<file path="src/logic/tsca_pkg.sv">
package tsca_pkg;

  localparam int unsigned CLK_MHZ         = 40;
  localparam int unsigned CONV10_US       = 35000;
  localparam int unsigned CONV10_CYC      = CONV10_US * CLK_MHZ;
  localparam int unsigned FAST_PERIOD_US  = 125000;
  localparam int unsigned FAST_PERIOD_CYC = FAST_PERIOD_US * CLK_MHZ;
  localparam int unsigned TIMEOUT_US      = 30000;
  localparam int unsigned TIMEOUT_CYC     = TIMEOUT_US * CLK_MHZ;

  localparam logic [6:0]  SLAVE_ADDR_DEF = 7'h48;

  localparam logic [7:0]  PTR_TEMP = 8'h00;
  localparam logic [7:0]  PTR_CFG  = 8'h01;
  localparam logic [7:0]  PTR_HYST = 8'h02;
  localparam logic [7:0]  PTR_HIGH = 8'h03;

  localparam logic [15:0] TEMP_RST    = 16'h0000;
  localparam logic [15:0] CFG_RST     = 16'h0040;
  localparam logic [15:0] HYST_RST    = 16'h4B00;
  localparam logic [15:0] HIGH_RST    = 16'h5000;
  localparam logic [15:0] CFG_WR_MASK = 16'h1BFE;
  localparam logic [15:0] TEMP_POS_SAT = 16'h7FFF;
  localparam logic [15:0] TEMP_NEG_SAT = 16'h8000;

  localparam int CFG_OT      = 15;
  localparam int CFG_FQ_LO   = 11;
  localparam int CFG_CI      = 9;
  localparam int CFG_SD      = 8;
  localparam int CFG_FMT     = 7;
  localparam int CFG_RES_LO  = 5;
  localparam int CFG_TO      = 4;
  localparam int CFG_PEC     = 3;
  localparam int CFG_RATE_LO = 1;
  localparam int CFG_OS      = 0;

  localparam logic [2:0]  FAULT_MAX = 3'h6;
  localparam logic [7:0]  CRC_POLY  = 8'h07;
  localparam logic [7:0]  CRC_INIT  = 8'h00;
  // Bytes counted after the address byte of a write; TIDX_PEC counts those of a read
  localparam logic [2:0]  WIDX_HI   = 3'h2;
  localparam logic [2:0]  WIDX_LO   = 3'h3;
  localparam logic [2:0]  WIDX_PEC  = 3'h4;
  localparam logic [1:0]  TIDX_PEC  = 2'h2;

  typedef enum logic [1:0] {SEQ_WAIT, SEQ_CONV, SEQ_SHUT} tsca_seq_t;
  typedef enum logic [2:0] {I2C_IDLE, I2C_ADDR, I2C_ACK, I2C_RX, I2C_TX, I2C_MACK} tsca_i2c_st_t;

  typedef struct packed {
    logic       rx_vld;
    logic       rx_addr;
    logic       rd;
    logic       tx_take;
    logic       stop;
    logic       abort;
    logic [7:0] data;
  } tsca_i2c_ev_t;

  function automatic logic [2:0] tsca_fault_need(input logic [1:0] code);
    unique case (code)
      2'h0: return 3'h1;
      2'h1: return 3'h2;
      2'h2: return 3'h4;
      2'h3: return 3'h6;
    endcase
  endfunction

  function automatic logic [15:0] tsca_res_mask(input logic [1:0] res, input logic ext);
    logic [15:0] m;
    unique case (res)
      2'h0: m = 16'hFF00;
      2'h1: m = 16'hFF80;
      2'h2: m = 16'hFFC0;
      2'h3: m = 16'hFFF0;
    endcase
    return ext ? {1'b1, m[15:1]} : m;
  endfunction

  function automatic logic [7:0] tsca_crc8(input logic [7:0] crc, input logic [7:0] b);
    logic [7:0] c;
    c = crc;
    for (int i = 7; i >= 0; i--) begin
      c = {c[6:0], 1'b0} ^ ((c[7] ^ b[i]) ? CRC_POLY : CRC_INIT);
    end
    return c;
  endfunction

endpackage

</file>
<file path="src/logic/tsca_sensor_ctrl.sv">
module tsca_sensor_ctrl
  import tsca_pkg::*;
#(
  parameter int unsigned CONV10_CYCLES      = CONV10_CYC,
  parameter int unsigned FAST_PERIOD_CYCLES = FAST_PERIOD_CYC,
  parameter int unsigned TIMEOUT_CYCLES     = TIMEOUT_CYC,
  parameter logic [6:0]  SLAVE_ADDR         = SLAVE_ADDR_DEF
) (
  input  wire logic        clk_i,
  input  wire logic        sys_rst_i,
  input  wire logic        scl_i,
  input  wire logic        sda_i,
  input  wire logic [16:0] temp_raw_i,
  output logic             sda_o,
  output logic             sda_oe_n_o,
  output logic             overtemp_o,
  output logic             converting_o
);

  tsca_i2c_ev_t ev;
  logic [7:0]   tx_byte;

  // Raw reading synchroniser; samples every clock, result taken only at conversion end
  logic [16:0]  raw_s1_q, raw_s2_q;

  tsca_seq_t    seq_q, seq_d;
  logic [31:0]  per_q, per_d;
  logic [31:0]  conv_q, conv_d;
  logic         os_q, os_d;
  logic         fmt_lat_q, fmt_lat_d;
  logic [1:0]   res_lat_q, res_lat_d;
  logic         act_q, act_d;
  logic [31:0]  per_len, conv_len;
  logic         tick, done, enter_sd, os_req;

  logic [15:0]  cfg_q, cfg_d;
  logic [15:0]  hyst_q, hyst_d;
  logic [15:0]  high_q, high_d;
  logic [15:0]  temp_q, temp_d;
  logic [7:0]   ptr_q, ptr_d;
  logic [7:0]   whi_q, whi_d;
  logic [7:0]   wlo_q, wlo_d;
  logic [2:0]   widx_q, widx_d;
  logic [1:0]   tidx_q, tidx_d;
  logic         pec_ok_q, pec_ok_d;
  logic [7:0]   crc_q, crc_d;
  logic [15:0]  rd_word_q, rd_word_d;
  logic [15:0]  wr_word, new_temp;
  logic         rd_clear;

  logic         ot_q, ot_d;
  logic         arm_hi_q, arm_hi_d;
  logic [2:0]   fc_q, fc_d;
  logic [15:0]  hyst_eff;
  logic         above, below, qualified, ot_live;

  tsca_i2c_slave #(
    .TIMEOUT_CYCLES (TIMEOUT_CYCLES),
    .SLAVE_ADDR     (SLAVE_ADDR)
  ) u_i2c (
    .clk_i        (clk_i),
    .sys_rst_i    (sys_rst_i),
    .scl_i        (scl_i),
    .sda_i        (sda_i),
    // timeout-disable bit gates the bus watchdog
    .timeout_en_i (~cfg_q[CFG_TO]),
    .tx_byte_i    (tx_byte),
    .ev_o         (ev),
    .sda_o        (sda_o),
    .sda_oe_n_o   (sda_oe_n_o)
  );

  // rate code scales the 0.125 s base period
  always_comb begin
    unique case (cfg_q[CFG_RATE_LO +: 2])
      2'h0: per_len = FAST_PERIOD_CYCLES << 5;
      2'h1: per_len = FAST_PERIOD_CYCLES << 3;
      2'h2: per_len = FAST_PERIOD_CYCLES << 1;
      2'h3: per_len = FAST_PERIOD_CYCLES;
    endcase
  end

  // conversion time doubles per bit of resolution up to code 2, and quadruples from code 2 to code 3
  always_comb begin
    unique case (res_lat_q)
      2'h0: conv_len = CONV10_CYCLES >> 2;
      2'h1: conv_len = CONV10_CYCLES >> 1;
      2'h2: conv_len = CONV10_CYCLES;
      2'h3: conv_len = CONV10_CYCLES << 2;
    endcase
  end

  assign tick = (per_q >= per_len - 32'h1);

  always_comb begin
    seq_d     = seq_q;
    per_d     = tick ? '0 : per_q + 32'h1;
    conv_d    = conv_q + 32'h1;
    os_d      = os_q | os_req;
    fmt_lat_d = fmt_lat_q;
    res_lat_d = res_lat_q;
    done      = 1'b0;
    enter_sd  = 1'b0;
    unique case (seq_q)
      SEQ_WAIT: begin
        conv_d = '0;
        if (cfg_q[CFG_SD]) begin
          seq_d    = SEQ_SHUT;
          enter_sd = 1'b1;
        end else if (tick) begin
          seq_d = SEQ_CONV;
        end
      end
      SEQ_CONV: begin
        if (conv_q >= conv_len - 32'h1) begin
          done   = 1'b1;
          conv_d = '0;
          // shutdown taken only once the conversion ends
          if (cfg_q[CFG_SD]) begin
            seq_d    = SEQ_SHUT;
            enter_sd = ~os_q;
          end else begin
            seq_d = SEQ_WAIT;
          end
          // one-shot bit reads zero after completion
          os_d = 1'b0;
        // a period that ends first restarts and drops the result
        end else if (tick && !os_q && !cfg_q[CFG_SD]) begin
          conv_d = '0;
        end
      end
      SEQ_SHUT: begin
        per_d  = '0;
        conv_d = '0;
        // leaving shutdown starts a conversion at once
        if (!cfg_q[CFG_SD] || os_q) begin
          seq_d = SEQ_CONV;
        end
      end
      default: seq_d = SEQ_WAIT;
    endcase
    if (seq_d == SEQ_CONV && conv_d == '0) begin
      // encoding fixed at start, published at completion
      fmt_lat_d = cfg_q[CFG_FMT];
      res_lat_d = cfg_q[CFG_RES_LO +: 2];
    end
  end

  always_ff @(posedge clk_i or posedge sys_rst_i) begin
    if (sys_rst_i) begin
      raw_s1_q  <= '0;
      raw_s2_q  <= '0;
      seq_q     <= SEQ_WAIT;
      per_q     <= '0;
      conv_q    <= '0;
      os_q      <= 1'b0;
      fmt_lat_q <= 1'b0;
      res_lat_q <= CFG_RST[CFG_RES_LO +: 2];
      act_q     <= 1'b0;
    end else begin
      raw_s1_q  <= temp_raw_i;
      raw_s2_q  <= raw_s1_q;
      seq_q     <= seq_d;
      per_q     <= per_d;
      conv_q    <= conv_d;
      os_q      <= os_d;
      fmt_lat_q <= fmt_lat_d;
      res_lat_q <= res_lat_d;
      act_q     <= act_d;
    end
  end

  assign act_d = (seq_d == SEQ_CONV);

  // normal saturates to 16 bits, extended halves the scale
  always_comb begin
    if (fmt_lat_q) begin
      new_temp = raw_s2_q[16:1];
    end else if (raw_s2_q[16] != raw_s2_q[15]) begin
      new_temp = raw_s2_q[16] ? TEMP_NEG_SAT : TEMP_POS_SAT;
    end else begin
      new_temp = raw_s2_q[15:0];
    end
    // resolution masks the unused low bits
    new_temp = new_temp & tsca_res_mask(res_lat_q, fmt_lat_q);
  end

  // hysteresis never compares above the high threshold
  assign hyst_eff = ($signed(hyst_q) > $signed(high_q)) ? high_q : hyst_q;
  assign above    = $signed(new_temp) > $signed(high_q);
  assign below    = $signed(new_temp) < $signed(hyst_eff);
  // in interrupt mode a matched read of any register clears the flag
  assign rd_clear = ev.rx_vld & ev.rx_addr & ev.rd & cfg_q[CFG_CI];
  assign ot_live  = ot_q & ~rd_clear;

  always_comb begin
    fc_d     = fc_q;
    ot_d     = ot_live;
    arm_hi_d = arm_hi_q;
    qualified = 1'b0;
    if (done) begin
      fc_d      = above ? ((fc_q == FAULT_MAX) ? FAULT_MAX : fc_q + 3'h1) : '0;
      // fault count threshold from the queue field
      qualified = (fc_d >= tsca_fault_need(cfg_q[CFG_FQ_LO +: 2]));
      if (!cfg_q[CFG_CI]) begin
        // queue only gates the set side
        if (qualified) begin
          ot_d = 1'b1;
        end else if (below) begin
          ot_d = 1'b0;
        end
      end else if (!ot_live) begin
        // events alternate between the two thresholds
        if (arm_hi_q && qualified) begin
          ot_d     = 1'b1;
          arm_hi_d = 1'b0;
        end else if (!arm_hi_q && below) begin
          ot_d     = 1'b1;
          arm_hi_d = 1'b1;
        end
      end
    end
    // shutdown entry clears the flag in both modes, except the return to shutdown after a one-shot conversion
    if (enter_sd) begin
      ot_d     = 1'b0;
      arm_hi_d = 1'b1;
      fc_d     = '0;
    end
  end

  always_ff @(posedge clk_i or posedge sys_rst_i) begin
    if (sys_rst_i) begin
      ot_q     <= 1'b0;
      arm_hi_q <= 1'b1;
      fc_q     <= '0;
    end else begin
      ot_q     <= ot_d;
      arm_hi_q <= arm_hi_d;
      fc_q     <= fc_d;
    end
  end

  // on reads the device sends the check byte after the data
  always_comb begin
    if (cfg_q[CFG_PEC] && tidx_q >= TIDX_PEC) begin
      tx_byte = crc_q;
    end else begin
      tx_byte = tidx_q[0] ? rd_word_q[7:0] : rd_word_q[15:8];
    end
  end

  // A one-byte write zero-fills the low byte; HYST and HIGH writes keep their old low byte
  assign wr_word = (widx_q >= WIDX_LO) ? {whi_q, wlo_q} : {whi_q, 8'h00};

  always_comb begin
    cfg_d     = cfg_q;
    hyst_d    = hyst_q;
    high_d    = high_q;
    // the result register changes only on completion
    temp_d    = done ? new_temp : temp_q;
    ptr_d     = ptr_q;
    whi_d     = whi_q;
    wlo_d     = wlo_q;
    widx_d    = widx_q;
    tidx_d    = tidx_q;
    pec_ok_d  = pec_ok_q;
    crc_d     = crc_q;
    rd_word_d = rd_word_q;
    os_req    = 1'b0;
    if (ev.rx_vld) begin
      // every byte of the message, address included, enters the CRC
      // CRC-8 with polynomial 07h, zero start, MSB first
      crc_d = tsca_crc8(crc_q, ev.data);
      if (ev.rx_addr) begin
        widx_d = '0;
        tidx_d = '0;
        if (ev.rd) begin
          // flag shows in the top bit, one-shot in the bottom
          unique case (ptr_q)
            PTR_TEMP: rd_word_d = temp_q;
            PTR_CFG:  rd_word_d = {ot_q, cfg_q[14:1], os_q};
            PTR_HYST: rd_word_d = hyst_q;
            PTR_HIGH: rd_word_d = high_q;
            default:  rd_word_d = '0;
          endcase
        end
      end else begin
        unique case (widx_q)
          3'h0: ptr_d = ev.data;
          3'h1: whi_d = ev.data;
          3'h2: wlo_d = ev.data;
          3'h3: pec_ok_d = (ev.data == crc_q);
          default: ;
        endcase
        widx_d = (widx_q == WIDX_PEC) ? WIDX_PEC : widx_q + 3'h1;
      end
    end
    if (ev.tx_take) begin
      crc_d  = tsca_crc8(crc_q, ev.data);
      tidx_d = (cfg_q[CFG_PEC] && tidx_q >= TIDX_PEC) ? tidx_q : tidx_q + 2'h1;
    end
    if (ev.stop || ev.abort) begin
      crc_d    = CRC_INIT;
      widx_d   = '0;
      pec_ok_d = 1'b0;
    end
    // on writes the master's check byte must match before commit
    // writes are taken in every sequencer state
    if (ev.stop && widx_q >= WIDX_HI && (!cfg_q[CFG_PEC] || (widx_q == WIDX_PEC && pec_ok_q))) begin
      unique case (ptr_q)
        PTR_CFG: begin
          cfg_d = (wr_word & CFG_WR_MASK) | (cfg_q & ~CFG_WR_MASK);
          // one-shot accepted only while staying in shutdown
          os_req = wr_word[CFG_OS] & wr_word[CFG_SD] & (seq_q == SEQ_SHUT);
        end
        PTR_HYST: hyst_d = (widx_q >= WIDX_LO) ? wr_word : {whi_q, hyst_q[7:0]};
        PTR_HIGH: high_d = (widx_q >= WIDX_LO) ? wr_word : {whi_q, high_q[7:0]};
        default: ;
      endcase
    end
  end

  always_ff @(posedge clk_i or posedge sys_rst_i) begin
    if (sys_rst_i) begin
      cfg_q     <= CFG_RST;
      hyst_q    <= HYST_RST;
      high_q    <= HIGH_RST;
      temp_q    <= TEMP_RST;
      ptr_q     <= PTR_TEMP;
      whi_q     <= '0;
      wlo_q     <= '0;
      widx_q    <= '0;
      tidx_q    <= '0;
      pec_ok_q  <= 1'b0;
      crc_q     <= CRC_INIT;
      rd_word_q <= '0;
    end else begin
      cfg_q     <= cfg_d;
      hyst_q    <= hyst_d;
      high_q    <= high_d;
      temp_q    <= temp_d;
      ptr_q     <= ptr_d;
      whi_q     <= whi_d;
      wlo_q     <= wlo_d;
      widx_q    <= widx_d;
      tidx_q    <= tidx_d;
      pec_ok_q  <= pec_ok_d;
      crc_q     <= crc_d;
      rd_word_q <= rd_word_d;
    end
  end

  assign overtemp_o   = ot_q;
  assign converting_o = act_q;

endmodule

</file>
<file path="src/logic/tsca_i2c_slave.sv">
module tsca_i2c_slave
  import tsca_pkg::*;
#(
  parameter int unsigned TIMEOUT_CYCLES = TIMEOUT_CYC,
  parameter logic [6:0]  SLAVE_ADDR     = SLAVE_ADDR_DEF
) (
  input  wire logic       clk_i,
  input  wire logic       sys_rst_i,
  input  wire logic       scl_i,
  input  wire logic       sda_i,
  input  wire logic       timeout_en_i,
  input  wire logic [7:0] tx_byte_i,
  output tsca_i2c_ev_t    ev_o,
  output logic            sda_o,
  output logic            sda_oe_n_o
);

  logic          scl_s1_q, scl_s2_q, scl_s3_q;
  logic          sda_s1_q, sda_s2_q, sda_s3_q;
  tsca_i2c_st_t  st_q, st_d;
  logic [7:0]    sh_q, sh_d;
  logic [2:0]    cnt_q, cnt_d;
  logic          rw_q, rw_d;
  logic          flag_q, flag_d;
  logic          drv_q, drv_d;
  logic [31:0]   to_q, to_d;
  tsca_i2c_ev_t  ev_q, ev_d;
  logic          rise, fall, start, stop, tmo;

  assign rise  = scl_s2_q & ~scl_s3_q;
  assign fall  = ~scl_s2_q & scl_s3_q;
  assign start = scl_s2_q & scl_s3_q & sda_s3_q & ~sda_s2_q;
  assign stop  = scl_s2_q & scl_s3_q & ~sda_s3_q & sda_s2_q;
  assign tmo   = (to_q == TIMEOUT_CYCLES - 1);

  always_comb begin
    st_d   = st_q;
    sh_d   = sh_q;
    cnt_d  = cnt_q;
    rw_d   = rw_q;
    flag_d = flag_q;
    drv_d  = drv_q;
    ev_d   = '0;
    // timeout counts only while SCL is held low inside a transfer
    to_d   = (timeout_en_i && st_q != I2C_IDLE && !scl_s2_q) ? to_q + 32'h1 : '0;
    if (start) begin
      st_d   = I2C_ADDR;
      cnt_d  = '0;
      flag_d = 1'b0;
      drv_d  = 1'b1;
    end else if (stop) begin
      st_d    = I2C_IDLE;
      drv_d   = 1'b1;
      ev_d.stop = 1'b1;
    end else if (tmo) begin
      st_d     = I2C_IDLE;
      drv_d    = 1'b1;
      to_d     = '0;
      ev_d.abort = 1'b1;
    end else begin
      unique case (st_q)
        I2C_IDLE: begin
        end
        I2C_ADDR, I2C_RX: begin
          if (rise) begin
            sh_d  = {sh_q[6:0], sda_s2_q};
            cnt_d = cnt_q + 3'h1;
            if (cnt_q == 3'h7) begin
              flag_d      = 1'b1;
              ev_d.rx_vld = 1'b1;
              ev_d.data   = {sh_q[6:0], sda_s2_q};
              if (st_q == I2C_ADDR) begin
                if (sh_q[6:0] == SLAVE_ADDR) begin
                  rw_d         = sda_s2_q;
                  ev_d.rx_addr = 1'b1;
                  ev_d.rd      = sda_s2_q;
                end else begin
                  st_d        = I2C_IDLE;
                  ev_d.rx_vld = 1'b0;
                end
              end
            end
          end else if (fall && flag_q) begin
            drv_d  = 1'b0;
            flag_d = 1'b0;
            st_d   = I2C_ACK;
          end
        end
        I2C_ACK: begin
          if (fall) begin
            cnt_d = '0;
            if (rw_q) begin
              sh_d         = {tx_byte_i[6:0], 1'b0};
              drv_d        = tx_byte_i[7];
              ev_d.tx_take = 1'b1;
              ev_d.data    = tx_byte_i;
              st_d         = I2C_TX;
            end else begin
              drv_d = 1'b1;
              st_d  = I2C_RX;
            end
          end
        end
        I2C_TX: begin
          if (rise) begin
            cnt_d = cnt_q + 3'h1;
            if (cnt_q == 3'h7) begin
              flag_d = 1'b1;
            end
          end else if (fall) begin
            if (flag_q) begin
              drv_d  = 1'b1;
              flag_d = 1'b0;
              st_d   = I2C_MACK;
            end else begin
              drv_d = sh_q[7];
              sh_d  = {sh_q[6:0], 1'b0};
            end
          end
        end
        I2C_MACK: begin
          // Master ACK loops back through the load step; NACK ends the read
          if (rise) begin
            st_d = sda_s2_q ? I2C_IDLE : I2C_ACK;
          end
        end
        default: st_d = I2C_IDLE;
      endcase
    end
  end

  always_ff @(posedge clk_i or posedge sys_rst_i) begin
    if (sys_rst_i) begin
      scl_s1_q <= 1'b1;
      scl_s2_q <= 1'b1;
      scl_s3_q <= 1'b1;
      sda_s1_q <= 1'b1;
      sda_s2_q <= 1'b1;
      sda_s3_q <= 1'b1;
      st_q     <= I2C_IDLE;
      sh_q     <= '0;
      cnt_q    <= '0;
      rw_q     <= 1'b0;
      flag_q   <= 1'b0;
      drv_q    <= 1'b1;
      to_q     <= '0;
      ev_q     <= '0;
    end else begin
      scl_s1_q <= scl_i;
      scl_s2_q <= scl_s1_q;
      scl_s3_q <= scl_s2_q;
      sda_s1_q <= sda_i;
      sda_s2_q <= sda_s1_q;
      sda_s3_q <= sda_s2_q;
      st_q     <= st_d;
      sh_q     <= sh_d;
      cnt_q    <= cnt_d;
      rw_q     <= rw_d;
      flag_q   <= flag_d;
      drv_q    <= drv_d;
      to_q     <= to_d;
      ev_q     <= ev_d;
    end
  end

  assign ev_o       = ev_q;
  assign sda_o      = drv_q;
  assign sda_oe_n_o = drv_q;

endmodule

</file>
<file path="config.mk">
export PLATFORM = sky130hd
export DESIGN_NAME = tsca_sensor_ctrl
export DESIGN_NICKNAME = d
export VERILOG_FILES = /design/src/logic/tsca_pkg.sv /design/src/logic/tsca_sensor_ctrl.sv /design/src/logic/tsca_i2c_slave.sv
export SDC_FILE = /design/constraint.sdc
export NUM_CORES = 1
export LEC_CHECK = 0
export BUFFER_PORTS_ARGS = -buffer_cell sky130_fd_sc_hd__buf_2
export CORE_MARGIN = 2
export CORE_UTILIZATION = 55
export DETAILED_ROUTE_END_ITERATION = 8
export HOLD_SLACK_MARGIN = 0.08
export PLACE_DENSITY = 0.77
export SLEW_MARGIN = 0
export SYNTH_ARGS = -nofsm -noshare
export SYNTH_HDL_FRONTEND = slang
export SYNTH_HIERARCHICAL = 1
export SYNTH_SLANG_ARGS = --single-unit
</file>
<file path="constraint.sdc">
create_clock -name clk_i -period 5.66 [get_ports clk_i]
set_clock_uncertainty 0.2 [all_clocks]
set_input_delay 0.283 -clock clk_i [delete_from_list [all_inputs] [get_ports clk_i]]
set_output_delay 0.283 -clock clk_i [all_outputs]
set_load 0.02 [all_outputs]
</file>
# ---- Word-level counts from Yosys, hierarchy flattened
# Index checks and enable logic that the tools add are counted.
dict set report word_totals {
  word_cells 375
  in_bits 21
  output_inout_bits 4
  register_bits 297
}
dict set report classes {
  reduce_logical 62
  n_bitwise 43
  eq_ne 57
  n_addsub 9
  muxes 149
  n_lt_le_gt_ge 9
}
# cell n
set ops {}
lappend ops {{32-bit 2-to-1 mux} 8}
lappend ops {{32-bit one-hot mux with 4 select lines} 2}
lappend ops {{8-bit 2-to-1 mux} 17}
lappend ops {{16-bit one-hot mux with 4 select lines} 2}
lappend ops {{3-bit 2-to-1 mux} 40}
lappend ops {{32-bit by 1-bit adder with 32-bit output, second input constant} 3}
lappend ops {{16-bit 2-to-1 mux} 5}
lappend ops {{32-bit greater-or-equal comparator} 2}
lappend ops {{32-bit one-hot mux with 2 select lines} 1}
lappend ops {{32-bit by 1-bit subtractor with 32-bit output, second input constant} 2}
lappend ops {{8-bit by 3-bit XOR with 8-bit output} 8}
lappend ops {{1-bit 2-to-1 mux} 50}
lappend ops {{32-bit by 21-bit equality test with 1-bit output, second input constant} 1}
lappend ops {{16-bit > comparator} 2}
lappend ops {{32-bit logical NOT} 1}
lappend ops {{5-bit by 1-bit != test with 1-bit output, second input constant} 5}
lappend ops {{8-bit one-hot mux with 3 select lines} 1}
lappend ops {{3-bit AND reduction} 8}
lappend ops {{2-bit 2-to-1 mux} 11}
lappend ops {{10-bit AND reduction} 2}
lappend ops {{6-bit != test, second input constant} 3}
lappend ops {{3-bit nonzero test} 6}
lappend ops {{16-bit bitwise AND} 1}
lappend ops {{8-bit by 2-bit equality test with 1-bit output, second input constant} 2}
lappend ops {{other kinds (51)} 146}

# ---- Depth between registers and ports, before layout
# Gate-level depths: netlist (run 1).
dict set report depth {
  ltp_word 27
  depth_mapped 21
  mapped_depth_nobuf 20
}

# ---- Modules after synthesis
# The synthesis (run 1) kept the hierarchy.
# mod instances area_per_inst_um2 cells_each
set by_module_without_submodules {}
lappend by_module_without_submodules {tsca_sensor_ctrl 1 12525.8 1294}
lappend by_module_without_submodules {tsca_i2c_slave 1 3548.4 352}

# ---- Least setup slack after synthesis (run 1)
# No wires, ideal clock.
dict set report synth_path {
  path_type {register to register}
  start {reg high_q[12]}
  end {reg ot_q (netlist: overtemp_o)}
  setup_ns 0.066
  slack_ns 1.458
  arrival_ns 3.936
  required_ns 5.394
  stages_incl_launch_ff 22
  path_cell_list {dfstp_2 inv_1 ha_1 nand4_1 a211oi_1 o21ai_0 o211ai_1 xnor2_1 nand2b_1 clkbuf_1 clkbuf_1 nor2_1 a21oi_1 ha_1 a21o_1 a21o_1 a211o_1 o2111ai_1 nand3b_1 o31ai_1 mux2i_1 and3_1}
}
dict set report synth_between {
  elab_chain_len 10
  elab_cells_between_ends 16
}
# item line
set synth_rtl {}
lappend synth_rtl {{start, declared} tsca_sensor_ctrl.sv:38} ;# logic [15:0] high_q, high_d;
lappend synth_rtl {{start signal, assigned} tsca_sensor_ctrl.sv:340} ;# high_q <= high_d;
lappend synth_rtl {{16-bit > comparator} tsca_sensor_ctrl.sv:189} ;# assign hyst_eff = ($signed(hyst_q) > $signed(high_q)) ? high_q : hyst_q;
lappend synth_rtl {{16-bit 2-to-1 mux} tsca_sensor_ctrl.sv:189}
lappend synth_rtl {{16-bit less-than comparator} tsca_sensor_ctrl.sv:191} ;# assign below = $signed(new_temp) < $signed(hyst_eff);
lappend synth_rtl {{1-bit logical AND} tsca_sensor_ctrl.sv:217} ;# end else if (!arm_hi_q && below) begin
lappend synth_rtl {{1-bit 2-to-1 mux} tsca_sensor_ctrl.sv:217}
lappend synth_rtl {{1-bit 2-to-1 mux} tsca_sensor_ctrl.sv:214} ;# if (arm_hi_q && qualified) begin
lappend synth_rtl {{1-bit 2-to-1 mux} tsca_sensor_ctrl.sv:212} ;# end else if (!ot_live) begin
lappend synth_rtl {{1-bit 2-to-1 mux (*)} tsca_sensor_ctrl.sv:205} ;# if (!cfg_q[CFG_CI]) begin
lappend synth_rtl {{1-bit 2-to-1 mux (*)} tsca_sensor_ctrl.sv:201} ;# if (done) begin
lappend synth_rtl {{1-bit 2-to-1 mux (*)} tsca_sensor_ctrl.sv:224} ;# if (enter_sd) begin
lappend synth_rtl {{named net ot_d} tsca_sensor_ctrl.sv:51} ;# logic ot_q, ot_d;
lappend synth_rtl {{end signal, assigned} tsca_sensor_ctrl.sv:237} ;# ot_q <= ot_d;
lappend synth_rtl {{end, declared} tsca_sensor_ctrl.sv:51}
# The timed path passes the listed nets; every way through them passes the cells marked *.
# A chain may end at the register's enable or synchronous reset.

# ---- Final worst setup path (run 1)
dict set report layout_path {
  start {reg high_q[4]}
  end {reg ot_q (netlist: overtemp_o)}
}
# Same word-level chain as after synthesis.

==> results of run 1 <==
Yosys cell counts (5+ instances only):
cell      number  area [µm²]
a211oi_1      12        90.1
a21o_1        12        90.1
a21oi_1       79         395
a221oi_1      12         105
a22oi_1       12        90.1
a31oi_1        6        37.5
and2_1        12        75.1
and3_1        21         131
and4_1        15         131
buf_2          9        45.0
buf_6          5        56.3
clkbuf_1      43         161
dfrtp_1      265        6630
dfstp_2       16         420
ha_1         124        1550
inv_1         73         274
mux2_1        16         180
mux2_2        56         631
mux2i_1       28         280
nand2_1      147         552
nand2b_1      11        68.8
nand3_1       48         240
nand3b_1      10        75.1
nand4_1       36         225
nand4b_1       5        43.8
nor2_1       197         739
nor2_2        10        62.6
nor2b_1       12        75.1
nor3_1        28         140
nor4_1        12        75.1
o211ai_1       7        52.6
o21ai_0       84         420
o21ai_1        6        30.0
o22a_1         5        43.8
o22ai_1        5        31.3
o31ai_1        9        67.6
or3_1         11        68.8
xnor2_1       57         499
xor2_1        50         438
final timing paths:
| path | end | slack (ns) | depth (start not counted) |
|---|---|---|---|
| max | overtemp_o$_DFF_PP0_ | 0.61 | 18 |
| max in group asynchronous | conv_q[7]$_DFF_PP0_ | 3.85 | 4 |
| min in group clk_i | raw_s1_q[11]$_DFF_PP0_ | 0.14 | 2 |
| max reg2reg | overtemp_o$_DFF_PP0_ | 0.61 | 18 |
| min | per_q[1]$_DFF_PP0_ | 0.09 | 3 |
| min reg2reg | raw_s2_q[12]$_DFF_PP0_ | 0.15 | 0 |
power groups by stage:
stage               combinational, mW  sequential, mW  clock, mW
finish                          0.341            2.11       1.99
global route                    0.383            2.12       2.11
CTS                             0.343            2.11       2.02
detailed placement              0.333            2.15          0
global placement                0.323            2.14          0
floorplan                       0.283            2.12          0
cells by family after synthesis:
family                     after synthesis
buffers and inverters                  135
other                                    2
DFF                                    281
xor gates and xnor gates               107
adders and majority gates              124
and+or+nand+nor                        608
muxes                                  100
AOI/OAI and AO/OA                      289
state kept, by name, summed over array words and instances, names as in the netlist, 11 cells and up:
name / flops
u_i2c/ev_o: 14
raw_s2_q: 13
raw_s1_q: 13
u_i2c/to_q: 32
high_q: 16
rd_word_q: 16
cfg_q: 11
hyst_q: 16
temp_q: 13
conv_q: 32
per_q: 32
stage by stage:
| step | hold slack, ns | utilization | area (µm²) |
|---|---|---|---|
| CTS | 0.0957 | 0.614 | 17600 |
| global placement | 0.133 | 0.573 | 16500 |
| finish | 0.0896 | 0.614 | 17600 |
| detailed placement | 0.137 | 0.573 | 16500 |
| floorplan | 0.0875 | - | 16100 |
| global route | 0.124 | 0.614 | 17600 |
layer usage:
layer	up-vias	routed length, µm
met3	85	1680
met2	295	16700
met4	0	1170
met1	5927	16100
met5	-	0
li1	5847	-
layout by cell type, fill, tap and decap left out, types with 7 or more instances in the layout:
master / n
a211oi_1: 12
a21o_1: 12
a21oi_1: 79
a221oi_1: 12
a22oi_1: 12
and2_1: 12
and3_1: 21
and4_1: 15
buf_2: 20
clkbuf_1: 10
clkbuf_16: 30
dfrtp_1: 265
dfstp_2: 16
dlygate4sd3_1: 16
ha_1: 124
inv_1: 71
mux2_1: 16
mux2_2: 56
mux2i_1: 28
nand2_1: 147
nand2b_1: 11
nand3_1: 48
nand3b_1: 10
nand4_1: 36
nor2_1: 197
nor2_2: 10
nor2b_1: 12
nor3_1: 28
nor4_1: 12
o211ai_1: 7
o21ai_0: 84
o31ai_1: 9
or3_1: 11
xnor2_1: 57
xor2_1: 50
critical path, delay by kind of cell, from the launching register on:
kind	cells	cell delay, ns
adder cells (fa/ha/maj)	2	0.62
AND/OR/NAND/NOR	3	0.93
flip-flops	1	0.37
buffers and inverters	1	0.16
XOR/XNOR	1	0.17
multiplexers	1	0.26
AO/OA/AOI/OAI	10	2.25
area by class of cell:
type,instances,area share
multi-input cells,1234,0.481
flip-flops and latches,281,0.400
clock buffers,46,0.0494
well taps,384,0.0272
repair buffers,43,0.0184
inverters,74,0.0160
clock inverters,10,0.00788
diodes,2,0.000284
==> flow_summary.json, run 1 <==
{
  "run_status": "finished clean",
  "syn_area_um2": 16100,
  "synth_xor_area_frac": 0.0583,
  "fin_crit_sh": 0.893,
  "die_h_um": 175,
  "ys_types": 81,
  "finalHoldViolCount": 0,
  "fmax_mhz": 198,
  "drt_iter0_drc": 900,
  "cts_resized": 0,
  "crit_path_start": "high_q[4]$_DFFE_PP0P_",
  "drv_cap": 0,
  "grt_pass1_vias": 12000,
  "p_clk_frac": 0.448,
  "fillers": 2348,
  "crit_path_end_kind": "flop",
  "viasPerCell": 5.86,
  "dp_hpwl_um": 25100,
  "pin_count": 25,
  "hp-class": "primary input to asynchronous set/reset pin",
  "grt_pass1_wl_um": 59900,
  "ir_drop_mv": 0.293,
  "dominantRegCellSynth": "dfrtp_1",
  "routedWlPerCell_um": 17.2,
  "syn_area_per_cell_um2": 9.77,
  "setup_viol": 0,
  "intPower_mw": 3.35,
  "core-area_um2": 28700,
  "busiest_layer": "met2",
  "drive_gt1_frac": 0.109,
  "finalWirelength_um": 35600,
  "synth_top_family_by_area": "simple AND/OR/NAND/NOR gates",
  "place_ws_ns": 0.781,
  "worst_ep_required_time_ns": 5.97,
  "crit_slowest_cell": "nand2b_1",
  "layout.area.seq_um2": 7050,
  "synth-async-reset-ratio": 1.00,
  "worstPathCellList": "inv_1 -> ha_1 -> a211oi_1 -> o21ai_0 -> o21ai_0 -> o211ai_1 -> xnor2_1 -> nand2b_1 -> a21oi_1 -> ha_1 -> a21o_1 -> a21o_1 -> a211o_1 -> o2111ai_1 -> nand3b_1 -> o31ai_1 -> mux2i_1 -> and3_1",
  "layout_setup_ws_ns": 0.606,
  "dr_total_vias": 12200,
  "worstSetupPathType": "flop to flop",
  "grt_overflow": 0,
  "synthCells": 1646,
  "antenna_left": 0,
  "htreeDepth": 1,
  "fp-row-count": 62,
  "power.switching_mw": 1.10,
  "synthSimpleGateAreaFrac": 0.189,
  "tns_ns": 0,
  "clock_sinks": 281,
  "cts_tree": "built",
  "max-slew-margin-rel": 0.121,
  "stdcell_count": 2074,
  "final_max_slew_viol_count": 0,
  "ys_ff_latch": 281,
  "die_width_um": 175,
  "synthAdderAreaFrac": 0.0965,
  "yosys_warnings": 6,
  "power_density_nw_per_um2": 252,
  "muxShareOfSynthArea": 0.0679,
  "drtPass1Iterations": 5,
  "sequentialPowerShare": 0.475,
  "numCtsBuffers": 30,
  "worstMarginPinSlew_ns": 1.31,
  "max_stage_delay_ns": 0.65,
  "power.leakage_nw": 7.78,
  "cts_hold_buffers": 16,
  "drc": 0,
  "grt_use_met2": 0.388,
  "clk_pin_slew_ns": 0.07,
  "area_growth_pct": 9.71,
  "ys_seq_area_frac": 0.439,
  "multiInputGateArea_um2": 8480,
  "grt_util_met1": 0.329,
  "grt_use_met3": 0.0289,
  "grt_max_degree": 196,
  "crit_path_start_kind": "flop",
  "place_inst": 2000,
  "clock_latency_ns": 0.58,
  "cts_max_path_buffers": 3,
  "power.share.combinational": 0.077,
  "layout_min_cycle_time_ns": 5.05,
  "p_sw_frac": 0.247,
  "grt_usage": 0.237,
  "synth_compound_area_frac": 0.115,
  "dieArea_um2": 30600,
  "grt_setup_unrepaired": "no",
  "arrival_ns": 5.36,
  "root_buffer": "clkbuf_16",
  "antenna_found_initial": 0,
  "rr_startpoint": "high_q[4]$_DFFE_PP0P_",
  "layout.nets": 1809,
  "synth_edf_count": 0,
  "start_util": 0.560,
  "fin_total_pwr_mw": 4.44,
  "critPathMaxFanout": 26,
  "cts_setup_buffers": 0,
  "numPortBuffers": 20,
  "place_congestion": 0.918
}
(Power assumes the default switching activity.)
==> inputs of run 2 (changes only) <==
--- a/config.mk
+++ b/config.mk
@@ -10,7 +10,7 @@
 export CORE_UTILIZATION = 55
 export DETAILED_ROUTE_END_ITERATION = 8
 export HOLD_SLACK_MARGIN = 0.08
-export PLACE_DENSITY = 0.77
+export PLACE_DENSITY_LB_ADDON = 0.2
 export SLEW_MARGIN = 0
 export SYNTH_ARGS = -nofsm -noshare
 export SYNTH_HDL_FRONTEND = slang
==> flow_summary.json, run 2 (synthesized netlist as in run 1, its figures left out) <==
{
  "intPower_mw": 3.63,
  "grt_overflow": 0,
  "setup_viol": 0,
  "crit_path_end_kind": "flop",
  "core-area_um2": 28700,
  "arrival_ns": 5.41,
  "drtPass1Iterations": 5,
  "crit_slowest_cell": "nor2_1",
  "dp_hpwl_um": 25100,
  "layout_min_cycle_time_ns": 5.14,
  "drt_iter0_drc": 964,
  "fin_crit_sh": 0.908,
  "viasPerCell": 5.80,
  "worstPathCellList": "inv_1 -> ha_1 -> nor2_1 -> a21oi_1 -> o21ai_0 -> ha_1 -> a21o_1 -> a21o_1 -> a21o_1 -> a21oi_1 -> o221ai_1 -> a31o_2 -> nand3_1 -> ha_1 -> nand2b_1 -> a21o_1 -> a21o_1 -> nor3_1 -> mux2i_1 -> and3_1",
  "start_util": 0.560,
  "run_status": "finished clean",
  "crit_path_start_kind": "flop",
  "grt_max_degree": 175,
  "drv_cap": 0,
  "grt_setup_unrepaired": "no",
  "finalWirelength_um": 35400,
  "final_max_slew_viol_count": 0,
  "ir_drop_mv": 0.290,
  "fillers": 2384,
  "drive_gt1_frac": 0.117,
  "antenna_found_initial": 1,
  "most-common-layout-cells": "265 x dfrtp_1, 197 x nor2_1, 147 x nand2_1, 124 x ha_1, 84 x o21ai_0",
  "power.share.combinational": 0.071,
  "finalHoldViolCount": 0,
  "worstMarginPinSlew_ns": 1.24,
  "place_inst": 2003,
  "clk_pin_slew_ns": 0.06,
  "power_density_nw_per_um2": 268,
  "multiInputGateArea_um2": 8480,
  "area_growth_pct": 11.0,
  "routedWlPerCell_um": 17.0,
  "place_ws_ns": 0.738,
  "p_clk_frac": 0.487,
  "grt_usage": 0.235,
  "cts_max_path_buffers": 3,
  "layout.area.seq_um2": 7050,
  "final_common_cell": "dfrtp_1",
  "grt_pass1_vias": 11600,
  "htreeDepth": 1,
  "fin_total_pwr_mw": 4.78,
  "antenna_left": 0,
  "fmax_mhz": 195,
  "dr_total_vias": 12100,
  "cpMostUsedCell": "a21o_1",
  "dieArea_um2": 30600,
  "grt_pass1_wl_um": 59400,
  "pin_count": 25,
  "tns_ns": 0,
  "largest_registers": "conv_q (32), per_q (32), u_i2c/to_q (32)",
  "max_stage_delay_ns": 0.70,
  "power.switching_mw": 1.15,
  "sequentialPowerShare": 0.442,
  "die_h_um": 175,
  "root_buffer": "clkbuf_16",
  "critPathMaxFanout": 12,
  "hp-class": "primary input to asynchronous set/reset pin",
  "fp-row-count": 62,
  "stdcell_count": 2078,
  "worstSetupPathType": "flop to flop",
  "clock_sinks": 281,
  "cts_resized": 0,
  "layout_setup_ws_ns": 0.521,
  "numCtsBuffers": 31,
  "max-slew-margin-rel": 0.172,
  "clock_latency_ns": 0.60,
  "utilization": 0.621,
  "worst_ep_required_time_ns": 5.93,
  "power.leakage_nw": 7.87,
  "place_congestion": 0.932,
  "layout.nets": 1813,
  "numPortBuffers": 20,
  "cts_tree": "built",
  "drc": 0,
  "die_width_um": 175,
  "p_sw_frac": 0.241,
  "cts_setup_buffers": 0
}
## run 2: cell type report
cell class / count / share of cell area
well taps: 384 / 0.0269
clock inverters: 25 / 0.0222
diodes: 1 / 0.000140
repair buffers: 46 / 0.0195
multi-input cells: 1234 / 0.476
inverters: 74 / 0.0158
clock buffers: 33 / 0.0445
flip-flops and latches: 281 / 0.395
## run 2: power groups by stage
stage	clock network (mW)	registers [mW]	logic [mW]
2_1_floorplan	0	2.12	0.283
6_report	2.33	2.11	0.341
3_5_place_dp	0	2.15	0.331
3_3_place_gp	0	2.14	0.325
4_1_cts	2.36	2.11	0.341
5_1_grt	2.45	2.12	0.384
## run 2: path summary, 6_finish.rpt
kind                                   startpoint                  endpoint  slack [ns]  cells past startpoint
min                                     sys_rst_i  u_i2c/flag_q$_DFFE_PP0P_        0.12                      3
max reg2reg                raw_s2_q[15]$_DFF_PP0_      overtemp_o$_DFF_PP0_        0.52                     20
max                        raw_s2_q[15]$_DFF_PP0_      overtemp_o$_DFF_PP0_        0.52                     20
max in group asynchronous               sys_rst_i      conv_q[14]$_DFF_PP0_        3.61                      4
min reg2reg                raw_s1_q[12]$_DFF_PP0_    raw_s2_q[12]$_DFF_PP0_        0.14                      0
min in group clk_i                          sda_i  u_i2c/sda_s1_q$_DFF_PP1_        0.13                      2
## run 2: metrics by stage
stage | area (µm²) | hold WS (ns)
2_1_floorplan | 16100 | 0.0875
4_1_cts | 17800 | 0.113
3_5_place_dp | 16500 | 0.135
3_3_place_gp | 16500 | 0.132
6_report | 17800 | 0.119
5_1_grt | 17800 | 0.135
## run 2: layer usage
metal	GRT usage	part of all wire
met2	0.372	0.45
met3	0.0244	0.041
met1	0.345	0.48
met4	0.0670	0.027
met5	0	0
## run 2: what timing repair did
item	CTS	global route
endpoints found under the hold margin	79	0
hold buffers	16	0
setup endpoints to repair	0	0
## run 2: critical path, delay by kind of cell, from the launching register on
family,cells,cell delay (ns)
buf+inv,1,0.07
mux,1,0.10
compound gates,10,1.98
simple gates,5,1.27
flops,1,0.35
fa+ha+maj,3,1.05
==> inputs of run 3 (changes only) <==
--- a/config.mk
+++ b/config.mk
@@ -9,6 +9,7 @@
 export CORE_MARGIN = 2
 export CORE_UTILIZATION = 55
 export DETAILED_ROUTE_END_ITERATION = 8
+export GPL_TIMING_DRIVEN = 0
 export HOLD_SLACK_MARGIN = 0.08
 export PLACE_DENSITY_LB_ADDON = 0.2
 export SLEW_MARGIN = 0
==> flow_summary.json, run 3 (synthesized netlist as in run 1, its figures left out) <==
{
  "cp_top_family": "compound AO/OA/AOI/OAI gates",
  "run_status": "finished clean",
  "path_buf_inv": 3,
  "power.leakage_nw": 7.92,
  "ir_drop_mv": 0.268,
  "fmax_mhz": 195,
  "antenna_left": 0,
  "stdcell_count": 2133,
  "worstPathCellList": "inv_1 -> ha_1 -> nand4_1 -> a211oi_1 -> o21ai_0 -> o211ai_1 -> xnor2_1 -> nand2b_1 -> clkbuf_1 -> clkbuf_1 -> nor2_1 -> a21oi_1 -> ha_1 -> a21o_1 -> a21o_1 -> a211o_1 -> o2111ai_1 -> nand3b_1 -> o31ai_1 -> mux2i_1 -> and3_1",
  "wl_met1_um": 17500,
  "most-common-layout-cells": "265 x dfrtp_1, 197 x nor2_1, 147 x nand2_1, 124 x ha_1, 84 x o21ai_0",
  "grt_setup_unrepaired": "no",
  "grt_max_degree": 70,
  "critPathMaxFanout": 10,
  "grt_usage": 0.246,
  "diodes": 0,
  "layout_setup_ws_ns": 0.541,
  "rr_startpoint": "high_q[14]$_DFFE_PP1P_",
  "clock_sinks": 281,
  "largest_registers": "conv_q (32), per_q (32), u_i2c/to_q (32)",
  "finalHoldViolCount": 0,
  "tns_ns": 0,
  "max-slew-margin-rel": 0.119,
  "htreeDepth": 1,
  "layout_min_cycle_time_ns": 5.12,
  "hold_ws_ns": 0.143,
  "cts_max_path_buffers": 3,
  "fin_crit_sh": 0.904,
  "dp_hpwl_um": 27100,
  "min_to": "raw_s1_q[16]$_DFF_PP0_",
  "max_stage_delay_ns": 0.51,
  "place_ws_ns": 0.709,
  "place_inst": 2059,
  "r2r_slack_ns": 0.54,
  "routedWlPerCell_um": 17.3,
  "place_congestion": 0.925,
  "final_max_slew_viol_count": 0,
  "start_util": 0.560,
  "crit_path_end_kind": "flop",
  "drc": 0,
  "reg2reg_depth": 21,
  "cts_resized": 0,
  "viasPerCell": 5.82,
  "drtPass1Iterations": 5,
  "r2r-end": "overtemp_o$_DFF_PP0_",
  "power_density_nw_per_um2": 252,
  "drt_iter0_drc": 999,
  "arrival_ns": 5.41,
  "wl_met2_um": 16800,
  "numCtsBuffers": 31,
  "cts_tree": "built",
  "core-area_um2": 28700,
  "pin_count": 25,
  "antenna_found_initial": 0,
  "grt_pass1_wl_um": 62000,
  "dieArea_um2": 30600,
  "die_h_um": 175,
  "dr_wl_met3_um": 1830,
  "dr_total_vias": 12400,
  "clock_latency_ns": 0.58,
  "clk_pin_slew_ns": 0.06,
  "area_growth_pct": 11.8,
  "drv_cap": 0,
  "grt_pass1_vias": 12100,
  "finalWirelength_um": 37000,
  "min_path_cells": 2,
  "drive_gt1_frac": 0.114,
  "fillers": 2413,
  "layout.area.seq_um2": 7050,
  "grt_overflow": 0,
  "crit_path_start_kind": "flop",
  "topRoutingLayerUsed": "met4",
  "multiInputGateArea_um2": 8480,
  "setup_viol": 0,
  "worst_ep_required_time_ns": 5.95,
  "hp-start": "temp_raw_i[16]",
  "worstSetupPathType": "flop to flop",
  "worstMarginPinSlew_ns": 1.31,
  "final_common_cell": "dfrtp_1",
  "utilization": 0.626,
  "fp-row-count": 62,
  "root_buffer": "clkbuf_16",
  "numPortBuffers": 20,
  "die_width_um": 175,
  "hp-class": "primary input to flop",
  "crit_slowest_cell": "dfstp_2",
  "layout.nets": 1869
}
[run 3: worst max path at each step]
| stage | from | to | slack, ns | cells past startpoint |
|---|---|---|---|---|
| after global placement | high_q[4]$_DFFE_PP0P_ | overtemp_o$_DFF_PP0_ | 0.74 | 21 |
| after floorplan | high_q[12]$_DFFE_PP1P_ | overtemp_o$_DFF_PP0_ | 1.46 | 21 |
| final | high_q[14]$_DFFE_PP1P_ | overtemp_o$_DFF_PP0_ | 0.54 | 21 |
| after CTS | high_q[4]$_DFFE_PP0P_ | overtemp_o$_DFF_PP0_ | 0.64 | 21 |
| after global routing | high_q[4]$_DFFE_PP0P_ | overtemp_o$_DFF_PP0_ | 0.16 | 21 |
| after detailed placement | high_q[14]$_DFFE_PP1P_ | overtemp_o$_DFF_PP0_ | 0.71 | 21 |
[run 3: routing by layer]
layer | vias to the layer above | global-route usage
li1 | 5974 | -
met2 | 298 | 0.389
met3 | 59 | 0.0276
met1 | 6075 | 0.364
met5 | - | 0
met4 | 0 | 0.0604
[run 3: area by class of cell]
| class | count | area share |
|---|---|---|
| flip-flops and latches | 281 | 0.392 |
| plain buffers | 61 | 0.0157 |
| multi-input cells | 1234 | 0.472 |
| clock buffers | 48 | 0.0517 |
| inverters | 74 | 0.0158 |
| repair buffers | 41 | 0.0200 |
| clock inverters | 10 | 0.00619 |
| well taps | 384 | 0.0267 |
[run 3: timing repair]
action,CTS,global route
buffers inserted,0,0
setup endpoints to repair,0,0
hold buffers,16,0
endpoints found under the hold margin,173,0
[run 3: per-stage QoR]
step	power (mW)	cell area [µm²]
after floorplan	2.41	16100
after global placement	2.49	16700
after detailed placement	2.51	16800
after CTS	4.56	18000
after global routing	4.70	18000
final	4.52	18000
[run 3: report_power, final]
| group | internal (mW) | total (mW) | switching (mW) |
|---|---|---|---|
| Combinational | 0.152 | 0.392 | 0.240 |
| Sequential | 2.06 | 2.09 | 0.0344 |
| Clock | 1.21 | 2.04 | 0.823 |
